### config.mk
export PLATFORM = sky130hd
export DESIGN_NAME = mem_map_decoder
export DESIGN_NICKNAME = d
export VERILOG_FILES = /design/src/rtl/mem_map_pkg.sv /design/src/rtl/mem_map_decoder.sv
export SDC_FILE = /design/constraint.sdc
export NUM_CORES = 1
export LEC_CHECK = 0
export ABC_AREA = 1
export BUFFER_PORTS_ARGS = -buffer_cell sky130_fd_sc_hd__buf_2
export CAP_MARGIN = 20
export CORE_MARGIN = 2
export CORE_UTILIZATION = 35
export CTS_CLUSTER_DIAMETER = 200
export CTS_CLUSTER_SIZE = 16
export DETAILED_ROUTE_END_ITERATION = 6
export PLACE_DENSITY = 0.64
export SLEW_MARGIN = 5
export SYNTH_ARGS = -nofsm -noshare
export SYNTH_HDL_FRONTEND = slang
export SYNTH_SLANG_ARGS = --single-unit
### constraint.sdc
create_clock -name I_SYS_CLK -period 5.6 [get_ports I_SYS_CLK]
set_clock_uncertainty 0.1 [all_clocks]
set_input_delay 0.28 -clock I_SYS_CLK [delete_from_list [all_inputs] [get_ports I_SYS_CLK]]
set_output_delay 0.28 -clock I_SYS_CLK [all_outputs]
set_load 0.005 [all_outputs]
### src/rtl/mem_map_pkg.sv
// constants, types and map tables for the memory map decoder
package mem_map_pkg;

  // address spaces seen on each bus
  localparam int        ADDR_W         = 16;
  localparam logic [1:0] SPACE_PROG    = 2'h0;
  localparam logic [1:0] SPACE_LOCAL   = 2'h1;
  localparam logic [1:0] SPACE_GLOBAL  = 2'h2;
  localparam logic [1:0] SPACE_IO      = 2'h3;

  // device variants
  localparam logic [1:0] VAR_BOOT      = 2'h0;
  localparam logic [1:0] VAR_ROM8K     = 2'h1;
  localparam logic [1:0] VAR_ROM16K    = 2'h2;

  // program space bounds per variant
  localparam logic [15:0] V0_ROM_TOP   = 16'h07FF;
  localparam logic [15:0] V0_PSA_LO    = 16'h0800;
  localparam logic [15:0] V0_PSA_HI    = 16'h2BFF;
  localparam logic [15:0] V1_ROM_TOP   = 16'h1FFF;
  localparam logic [15:0] V1_PSA_LO    = 16'h2000;
  localparam logic [15:0] V1_PSA_HI    = 16'h23FF;
  localparam logic [15:0] V2_ROM_TOP   = 16'h3FFF;
  localparam logic [15:0] V2_PSA_LO    = 16'h4000;
  localparam logic [15:0] V2_PSA_HI    = 16'h4BFF;
  localparam logic [15:0] PB0_LO       = 16'hFE00;

  // local data space bounds and the start of global space
  localparam logic [15:0] MMR_HI       = 16'h005F;
  localparam logic [15:0] B2_LO        = 16'h0060;
  localparam logic [15:0] B2_HI        = 16'h007F;
  localparam logic [15:0] DB0_LO       = 16'h0100;
  localparam logic [15:0] DB0_HI       = 16'h02FF;
  localparam logic [15:0] B1_LO        = 16'h0300;
  localparam logic [15:0] B1_HI        = 16'h04FF;
  localparam logic [15:0] DSA_LO       = 16'h0800;
  localparam logic [15:0] V0_DSA_HI    = 16'h2BFF;
  localparam logic [15:0] V1_DSA_HI    = 16'h0BFF;
  localparam logic [15:0] V2_DSA_HI    = 16'h13FF;
  localparam logic [15:0] GLOBAL_LO    = 16'h8000;

  // register bus
  localparam logic [11:0] CFG_OFS      = 12'h000;
  localparam logic [11:0] STATUS_OFS   = 12'h004;
  localparam int          CFG_MODE_BIT = 0;
  localparam int          CFG_RAM_BIT  = 1;
  localparam int          CFG_B0_BIT   = 2;
  localparam int          CFG_SRAM_DATA_OVERLAY_BIT = 3;
  localparam int          ST_VAR_LSB   = 0;
  localparam int          ST_PIN_BIT   = 2;
  localparam int          ST_CONF_BIT  = 3;
  localparam logic        RST_RAM      = 1'b0;
  localparam logic        RST_B0       = 1'b0;
  localparam logic        RST_SRAM_DATA_OVERLAY     = 1'b0;
  localparam logic [31:0] ZERO_WORD    = 32'h0000_0000;

  // where an access is steered
  typedef enum logic [3:0] {
    TGT_NONE,
    TGT_MMR,
    TGT_ROM,
    TGT_SINGLE_ACCESS_RAM,
    TGT_B0,
    TGT_B1,
    TGT_B2,
    TGT_EXT,
    TGT_RSVD
  } target_t;

endpackage : mem_map_pkg

### src/rtl/mem_map_decoder.sv
// memory map decoder with three address buses and an apb configuration port
//
// Added by the designer: the address map and the APB slave port.
`timescale 1ns/1ps

module mem_map_decoder
  import mem_map_pkg::*;
#(
  parameter logic [1:0] VARIANT = VAR_BOOT
) (
  // clock and reset
  input  wire logic        I_SYS_CLK,
  input  wire logic        I_SRST,
  // mode strap pin
  input  wire logic        I_PROCESSOR_MODE_SELECT,
  // program address bus
  input  wire logic        I_PROG_REQ,
  input  wire logic        I_PROG_WR,
  input  wire logic [15:0] I_PROG_ADDR,
  // data read address bus
  input  wire logic        I_DRD_REQ,
  input  wire logic [1:0]  I_DRD_SPACE,
  input  wire logic [15:0] I_DRD_ADDR,
  // data write address bus
  input  wire logic        I_DWR_REQ,
  input  wire logic [1:0]  I_DWR_SPACE,
  input  wire logic [15:0] I_DWR_ADDR,
  // apb slave
  input  wire logic        I_PSEL,
  input  wire logic        I_PENABLE,
  input  wire logic        I_PWRITE,
  input  wire logic [11:0] I_PADDR,
  input  wire logic [31:0] I_PWDATA,
  output logic [31:0]      O_PRDATA,
  output logic             O_PREADY,
  output logic             O_PSLVERR,
  // program bus decode
  output logic [3:0]       O_PROG_TGT,
  output logic             O_PROG_EXT,
  output logic             O_PROG_WAIT,
  output logic [15:0]      O_PROG_OFS,
  // data read decode
  output logic [3:0]       O_DRD_TGT,
  output logic             O_DRD_EXT,
  output logic             O_DRD_WAIT,
  output logic [15:0]      O_DRD_OFS,
  // data write decode
  output logic [3:0]       O_DWR_TGT,
  output logic             O_DWR_EXT,
  output logic             O_DWR_WAIT,
  output logic [15:0]      O_DWR_OFS,
  // configuration view
  output logic             O_ROM_MAPPED
);

  typedef struct packed {
    logic        pin_s1;
    logic        pin_s2;
    logic        pin_strap;
    logic        mode;
    logic        ram_map;
    logic        b0_map;
    logic        sram_data_overlay;
    logic        conflict;
    logic        ready;
    logic        slverr;
    logic [31:0] rdata;
    target_t     p_tgt;
    logic        p_wait;
    logic [15:0] p_ofs;
    target_t     r_tgt;
    logic        r_wait;
    logic [15:0] r_ofs;
    target_t     w_tgt;
    logic        w_wait;
    logic [15:0] w_ofs;
    logic        p_ext;
    logic        r_ext;
    logic        w_ext;
    logic        rom_on;
  } state_t;

  state_t s_q;
  state_t s_d;

  // per-variant bounds
  function automatic logic [15:0] rom_top(input logic [1:0] v);
    case (v)
      VAR_ROM8K:  rom_top = V1_ROM_TOP;
      VAR_ROM16K: rom_top = V2_ROM_TOP;
      default:    rom_top = V0_ROM_TOP;
    endcase
  endfunction : rom_top

  function automatic logic [15:0] psa_lo(input logic [1:0] v);
    case (v)
      VAR_ROM8K:  psa_lo = V1_PSA_LO;
      VAR_ROM16K: psa_lo = V2_PSA_LO;
      default:    psa_lo = V0_PSA_LO;
    endcase
  endfunction : psa_lo

  function automatic logic [15:0] psa_hi(input logic [1:0] v);
    case (v)
      VAR_ROM8K:  psa_hi = V1_PSA_HI;
      VAR_ROM16K: psa_hi = V2_PSA_HI;
      default:    psa_hi = V0_PSA_HI;
    endcase
  endfunction : psa_hi

  function automatic logic [15:0] dsa_hi(input logic [1:0] v);
    case (v)
      VAR_ROM8K:  dsa_hi = V1_DSA_HI;
      VAR_ROM16K: dsa_hi = V2_DSA_HI;
      default:    dsa_hi = V0_DSA_HI;
    endcase
  endfunction : dsa_hi

  function automatic logic in_rng(input logic [15:0] a, input logic [15:0] lo,
                                  input logic [15:0] hi);
    in_rng = (a >= lo) && (a <= hi);
  endfunction : in_rng

  // program space steering
  function automatic target_t prog_decode(input logic [15:0] a, input logic wr,
                                          input logic mode, input logic ram,
                                          input logic block_zero_program_map);
    prog_decode = TGT_EXT;
    if (!mode && a <= rom_top(VARIANT)) begin
      // rom cannot take a write; drop it rather than leak it off-chip
      prog_decode = wr ? TGT_RSVD : TGT_ROM;
    end else if (ram && in_rng(a, psa_lo(VARIANT), psa_hi(VARIANT))) begin
      prog_decode = TGT_SINGLE_ACCESS_RAM;
    end else if (block_zero_program_map && a >= PB0_LO) begin
      prog_decode = TGT_B0;
    end
  endfunction : prog_decode

  // data, global and io space steering
  function automatic target_t data_decode(input logic [1:0] sp, input logic [15:0] a,
                                          input logic block_zero_program_map, input logic sram_data_overlay);
    data_decode = TGT_EXT;
    case (sp)
      SPACE_LOCAL: begin
        if (a <= MMR_HI) begin
          data_decode = TGT_MMR;
        end else if (in_rng(a, B2_LO, B2_HI)) begin
          data_decode = TGT_B2;
        end else if (in_rng(a, DB0_LO, DB0_HI)) begin
          data_decode = block_zero_program_map ? TGT_RSVD : TGT_B0;
        end else if (in_rng(a, B1_LO, B1_HI)) begin
          data_decode = TGT_B1;
        end else if (a < DSA_LO) begin
          data_decode = TGT_RSVD;
        end else if (a <= dsa_hi(VARIANT)) begin
          if (sram_data_overlay) begin
            data_decode = TGT_SINGLE_ACCESS_RAM;
          end else begin
            data_decode = (VARIANT == VAR_ROM8K) ? TGT_EXT : TGT_RSVD;
          end
        end
      end
      SPACE_GLOBAL: begin
        // global space is the upper 32K window only
        data_decode = a[15] ? TGT_EXT : TGT_RSVD;
      end
      SPACE_IO: data_decode = TGT_EXT;
      default:  data_decode = TGT_RSVD;
    endcase
  endfunction : data_decode

  // word offset inside the selected block
  function automatic logic [15:0] block_ofs(input target_t t, input logic [15:0] a,
                                            input logic prog);
    case (t)
      TGT_SINGLE_ACCESS_RAM: block_ofs = a - (prog ? psa_lo(VARIANT) : DSA_LO);
      TGT_B0:    block_ofs = a - (prog ? PB0_LO : DB0_LO);
      TGT_B1:    block_ofs = a - B1_LO;
      TGT_B2:    block_ofs = a - B2_LO;
      default:   block_ofs = a;
    endcase
  endfunction : block_ofs

  function automatic logic is_dual(input target_t t);
    is_dual = (t == TGT_B0) || (t == TGT_B1) || (t == TGT_B2);
  endfunction : is_dual

  target_t p_t;
  target_t r_t;
  target_t w_t;
  logic    p_rd;
  logic    p_wr;
  logic    r_wait;
  logic    w_wait;
  logic    apb_done;
  logic    addr_ok;

  // arbitration order is fixed: the fetch is never stalled, so a loop
  // running from single-access ram keeps its pace while operands queue.
  // the dual blocks take one read and one write a cycle; only two of a
  // kind on the same block stall the data bus.
  // every decode result and strobe is a flop, one cycle after the request;
  // this costs a cycle of latency but keeps glitches off the external bus.

  always_comb begin
    s_d = s_q;

    // strap synchroniser; second stage is the only reader of the first
    s_d.pin_s1 = I_PROCESSOR_MODE_SELECT;
    s_d.pin_s2 = s_q.pin_s1;

    // decode uses the mapping held now, so a write lands on later accesses
    p_t = I_PROG_REQ ? prog_decode(I_PROG_ADDR, I_PROG_WR, s_q.mode, s_q.ram_map,
                                   s_q.b0_map) : TGT_NONE;
    r_t = I_DRD_REQ ? data_decode(I_DRD_SPACE, I_DRD_ADDR, s_q.b0_map, s_q.sram_data_overlay)
                    : TGT_NONE;
    w_t = I_DWR_REQ ? data_decode(I_DWR_SPACE, I_DWR_ADDR, s_q.b0_map, s_q.sram_data_overlay)
                    : TGT_NONE;

    p_rd = (p_t != TGT_NONE) && !I_PROG_WR;
    p_wr = (p_t != TGT_NONE) && I_PROG_WR;

    // single-access ram serves one bus; program wins, then read, then write
    r_wait = (r_t == TGT_SINGLE_ACCESS_RAM) && (p_t == TGT_SINGLE_ACCESS_RAM);
    w_wait = (w_t == TGT_SINGLE_ACCESS_RAM) && ((p_t == TGT_SINGLE_ACCESS_RAM) || (r_t == TGT_SINGLE_ACCESS_RAM));
    // dual-access block: one read and one write, never two of a kind
    r_wait = r_wait || (is_dual(r_t) && p_rd && (r_t == p_t));
    w_wait = w_wait || (is_dual(w_t) && p_wr && (w_t == p_t));

    s_d.p_tgt  = p_t;
    s_d.p_wait = 1'b0;
    s_d.p_ofs  = block_ofs(p_t, I_PROG_ADDR, 1'b1);
    s_d.r_tgt  = r_t;
    s_d.r_wait = r_wait;
    s_d.r_ofs  = block_ofs(r_t, I_DRD_ADDR, 1'b0);
    s_d.w_tgt  = w_t;
    s_d.w_wait = w_wait;
    s_d.w_ofs  = block_ofs(w_t, I_DWR_ADDR, 1'b0);
    // strobes registered with the target, never decoded after the flop
    s_d.p_ext  = (p_t == TGT_EXT);
    s_d.r_ext  = (r_t == TGT_EXT);
    s_d.w_ext  = (w_t == TGT_EXT);
    // sticky until software clears; a new conflict beats the clear
    if (r_wait || w_wait) begin
      s_d.conflict = 1'b1;
    end

    // apb: answer one cycle into the access phase, from a flop
    addr_ok  = (I_PADDR == CFG_OFS) || (I_PADDR == STATUS_OFS);
    apb_done = I_PSEL && I_PENABLE && s_q.ready;
    s_d.ready = I_PSEL && I_PENABLE && !s_q.ready;
    if (s_d.ready) begin
      s_d.slverr = !addr_ok;
      s_d.rdata  = ZERO_WORD;
      if (!I_PWRITE && I_PADDR == CFG_OFS) begin
        s_d.rdata[CFG_MODE_BIT] = s_q.mode;
        s_d.rdata[CFG_RAM_BIT]  = s_q.ram_map;
        s_d.rdata[CFG_B0_BIT]   = s_q.b0_map;
        s_d.rdata[CFG_SRAM_DATA_OVERLAY_BIT] = s_q.sram_data_overlay;
      end else if (!I_PWRITE && I_PADDR == STATUS_OFS) begin
        s_d.rdata[ST_VAR_LSB +: 2] = VARIANT;
        s_d.rdata[ST_PIN_BIT]      = s_q.pin_strap;
        s_d.rdata[ST_CONF_BIT]     = s_q.conflict;
      end
    end else if (apb_done) begin
      s_d.slverr = 1'b0;
      s_d.rdata  = ZERO_WORD;
    end
    if (apb_done && I_PWRITE) begin
      if (I_PADDR == CFG_OFS) begin
        s_d.mode    = I_PWDATA[CFG_MODE_BIT];
        s_d.rom_on  = !I_PWDATA[CFG_MODE_BIT];
        s_d.ram_map = I_PWDATA[CFG_RAM_BIT];
        s_d.b0_map  = I_PWDATA[CFG_B0_BIT];
        s_d.sram_data_overlay    = I_PWDATA[CFG_SRAM_DATA_OVERLAY_BIT];
      end else if (I_PADDR == STATUS_OFS && I_PWDATA[ST_CONF_BIT]) begin
        s_d.conflict = r_wait || w_wait;
      end
    end

    if (I_SRST) begin
      s_d           = '0;
      s_d.pin_s1    = I_PROCESSOR_MODE_SELECT;
      s_d.pin_s2    = s_q.pin_s1;
      // strap follows the pin only while reset is held
      s_d.pin_strap = s_q.pin_s2;
      s_d.mode      = s_q.pin_s2;
      s_d.rom_on    = !s_q.pin_s2;
      s_d.ram_map   = RST_RAM;
      s_d.b0_map    = RST_B0;
      s_d.sram_data_overlay      = RST_SRAM_DATA_OVERLAY;
      s_d.p_tgt     = TGT_NONE;
      s_d.r_tgt     = TGT_NONE;
      s_d.w_tgt     = TGT_NONE;
    end
  end

  always_ff @(posedge I_SYS_CLK) begin
    s_q <= s_d;
  end

  assign O_PRDATA     = s_q.rdata;
  assign O_PREADY     = s_q.ready;
  assign O_PSLVERR    = s_q.slverr;
  assign O_PROG_TGT   = s_q.p_tgt;
  assign O_PROG_EXT   = s_q.p_ext;
  assign O_PROG_WAIT  = s_q.p_wait;
  assign O_PROG_OFS   = s_q.p_ofs;
  assign O_DRD_TGT    = s_q.r_tgt;
  assign O_DRD_EXT    = s_q.r_ext;
  assign O_DRD_WAIT   = s_q.r_wait;
  assign O_DRD_OFS    = s_q.r_ofs;
  assign O_DWR_TGT    = s_q.w_tgt;
  assign O_DWR_EXT    = s_q.w_ext;
  assign O_DWR_WAIT   = s_q.w_wait;
  assign O_DWR_OFS    = s_q.w_ofs;
  assign O_ROM_MAPPED = s_q.rom_on;

endmodule : mem_map_decoder

==> flow_metrics.tcl <==
set metrics [dict create \
    status "finished clean" \
    post-route-period-util 0.393 \
    final_common_cell "buf_2" \
    cts_made_buffers 9 \
    gp_congestion 0.878 \
    syn_avg_cell_area_sq_um 7.03 \
    dp_worst_setup_slack_ns 3.04 \
    path_max_fanout 7 \
    worst_slack_ns 3.40 \
    placed_area_sq_mm 0.00592 \
    ios 207 \
    insertion_delay_ns 0.34 \
    grt_max_degree 64 \
    slew_viol_final 0 \
    htree_num_levels 3 \
    pwr_density_cell_mw_per_mm2 240 \
    endpoint_kind "flip-flop" \
    netlist_instances 791 \
    die_x_um 130 \
    clk_pin_slew_ns 0.06 \
    synth_seq_cells 80 \
    initial_core_util 0.354 \
    worstSetupPathType "input port to flip-flop" \
    grt_pass1_wl_um 21500 \
    nets 1009 \
    rows 46 \
    fmax_ghz 0.455 \
    setup_viol 0 \
    seq_area_sq_mm 0.00163 \
    viasPerCell 4.42 \
    start_kind "input port" \
    portBuffers 149 \
    netlist_area_sq_mm 0.00556 \
    stdcell_area_sq_mm 0.00623 \
    cp_common_cell "nand2_1" \
    cts_buffer_depth 2 \
    vdd_ir_drop_max_mv 0.153 \
    max_slew_margin 0.527 \
    syn2layout_area_growth_pct 12.1 \
    worstPathBufferInverterCount 4 \
    critPathTopFamily "simple AND/OR/NAND/NOR gates" \
    hold_viol_final 0 \
    seq_area_frac_synth 0.294 \
    multiInputGateArea_sq_mm 0.00289 \
    cts_sinks 80 \
    leakagePower_nw 3.27 \
    grt_pass1_vias 4453 \
    worstPathCellList "buf_2 -> inv_1 -> ha_1 -> nand2_2 -> nor2_4 -> nand2_1 -> nand2_1 -> nand3_2 -> nand2_1 -> nand2_1 -> nand2_2 -> nand2_4 -> inv_4 -> nand2_4 -> nand2_4 -> inv_2 -> nand3_1 -> nand2_1 -> a21oi_1" \
    firstDrtPassIters 5 \
    overflow 0 \
    max_stage_delay_ns 0.23 \
    fin_setup_tns_ns 0 \
    dieArea_sq_mm 0.0169 \
    grtUsageTotal 0.162 \
    routed_wl_um 13600 \
    drc 0 \
    ant_nets 0 \
    cts_resized 0 \
    n_antenna_cell 0 \
    arrival_ns 2.35 \
    maxCapViolations 0 \
    nFillCells 1688 \
    first_iter_violations 373 \
    required_ns 5.76 \
    tightestPinTransition_ns 0.709 \
    hpwl_um 10500 \
    routedWlPerCell_um 12.4 \
    rsz0062_at_grt "no" \
    mostFrequentLayoutCells "149 x buf_2, 144 x nand2_1, 113 x nor2_1" \
    fin_crit_ns 2.20 \
    drive_gt1_frac 0.255 \
    slowest_stage "ha_1" \
    clock-root-buffer "clkbuf_16" \
    hold_class "input port to flip-flop" \
    synth_cell_types 41 \
    die_h_um 130 \
    cts_tree "built" \
    ys_warn_count 0 \
    core_sq_mm 0.0157 \
    vias 4849 \
    grt_antenna_before_repair 0 \
]
## layer usage
| metal | vias up | routed length (um) | track usage |
|---|---|---|---|
| met3 | 16 | 935 | 0.0431 |
| li1 | 2534 | - | - |
| met1 | 2144 | 6420 | 0.214 |
| met5 | - | 0 | 0 |
| met4 | 0 | 204 | 0.0487 |
| met2 | 155 | 6040 | 0.259 |
## power breakdown
part | leakage (nW) | internal (mW) | total (mW) | switching (mW)
registers | 0.666 | 0.605 | 0.613 | 0.00862
logic | 2.46 | 0.0984 | 0.268 | 0.170
clock network | 0.144 | 0.351 | 0.611 | 0.260
## state kept, by name, indices dropped and copies added (netlist names)
signal and flops:
O_DRD_EXT 1, O_DRD_OFS 16, O_DRD_TGT 4, O_DRD_WAIT 1, O_DWR_EXT 1, O_DWR_OFS 16
O_DWR_TGT 4, O_DWR_WAIT 1, O_PRDATA 4, O_PREADY 1, O_PROG_EXT 1, O_PROG_OFS 16
O_PROG_TGT 4, O_PSLVERR 1, O_ROM_MAPPED 1, s_q 8
## per-stage QoR
step           std cells  hold WS (ns)  power (mW)  utilization
2_1_floorplan        819         0.208       0.840            -
3_3_place_gp        1080         0.216       0.892        0.377
3_5_place_dp        1080         0.232       0.894        0.377
4_1_cts             1097        0.0448        1.51        0.397
5_1_grt             1097        0.0605        1.57        0.397
6_report            1097        0.0554        1.49        0.397
## path summary, 6_finish.rpt
check / startpoint / end / slack, ns / depth (start not counted)
hold reg to reg: s_q[108] / s_q[107] / 0.25 / 0
hold / removal: I_PROG_ADDR[7] / O_PROG_OFS[7] / 0.06 / 3
setup / recovery: I_DRD_ADDR[8] / O_DRD_OFS[13] / 3.40 / 19
setup reg to reg: s_q[102] / O_DRD_OFS[13] / 3.56 / 13
## worst register-to-register path: stages (launching register included)
cell and delay [ns]:
dfxtp_1 0.51, o21ai_2 0.11, and2_1 0.18, nand2_1 0.07
nand2_1 0.06, nand2_2 0.08, nand2_4 0.11, inv_4 0.14
nand2_4 0.08, nand2_4 0.09, inv_2 0.08, nand3_1 0.07
nand2_1 0.05, a21oi_1 0.21
## logic make-up (layout without fill, tap and decap cells)
family,after synthesis,count (layout),share of synthesized area
AO/OA/AOI/OAI,75,75,0.0792
XOR/XNOR,21,21,0.0331
adder cells (fa/ha/maj),27,27,0.0608
buffers and inverters,203,265,0.205
flip-flops,80,80,0.294
other,1,29,0.000675
AND/OR/NAND/NOR,384,384,0.327
## cell type report
| cell class | instances | share of cell area |
|---|---|---|
| clock inverter | 7 | 0.0127 |
| sequential | 80 | 0.262 |
| inverter | 98 | 0.0596 |
| clock buffer | 9 | 0.0361 |
| timing repair buffer | 151 | 0.122 |
| tap | 216 | 0.0434 |
| multi-input combinational | 536 | 0.464 |
## synthesized netlist by cell type
master / instances / share of area
inv_2: 7 / 0.0047
nor2_4: 7 / 0.014
clkinv_2: 1 / 0.00090
nor3_2: 1 / 0.0018
nor2_1: 113 / 0.076
nand3_2: 1 / 0.0018
a21oi_2: 3 / 0.0047
ha_1: 27 / 0.061
o21ai_0: 16 / 0.014
xnor2_1: 2 / 0.0032
clkbuf_1: 8 / 0.0054
nand3_1: 46 / 0.041
or2_1: 1 / 0.0011
and2_0: 2 / 0.0023
a21boi_0: 1 / 0.0014
nand2_1: 144 / 0.097
a21oi_4: 2 / 0.0059
nand2_2: 14 / 0.016
inv_1: 89 / 0.060
a21oi_1: 37 / 0.033
buf_6: 3 / 0.0061
o21a_1: 2 / 0.0027
and2_1: 3 / 0.0034
xor2_1: 19 / 0.030
nand2_4: 12 / 0.024
edfxtp_1: 3 / 0.016
nand3b_1: 1 / 0.0014
o21ai_1: 2 / 0.0018
nor3_1: 11 / 0.0099
buf_4: 94 / 0.13
nor2_8: 2 / 0.0072
o22ai_1: 1 / 0.0011
nor2_2: 6 / 0.0068
nand4_1: 14 / 0.016
o211ai_1: 3 / 0.0041
nor4_1: 6 / 0.0068
conb_1: 1 / 0.00067
o21ai_2: 2 / 0.0032
a31oi_1: 6 / 0.0068
inv_4: 1 / 0.0011
dfxtp_1: 77 / 0.28
## what timing repair did
action	4_1_cts	5_1_grt
hold buffers	1	0
buffers inserted	0	0
endpoints found under the hold margin	1	0
endpoints found under the setup margin	0	0
Power figures use the tool's default switching activity.
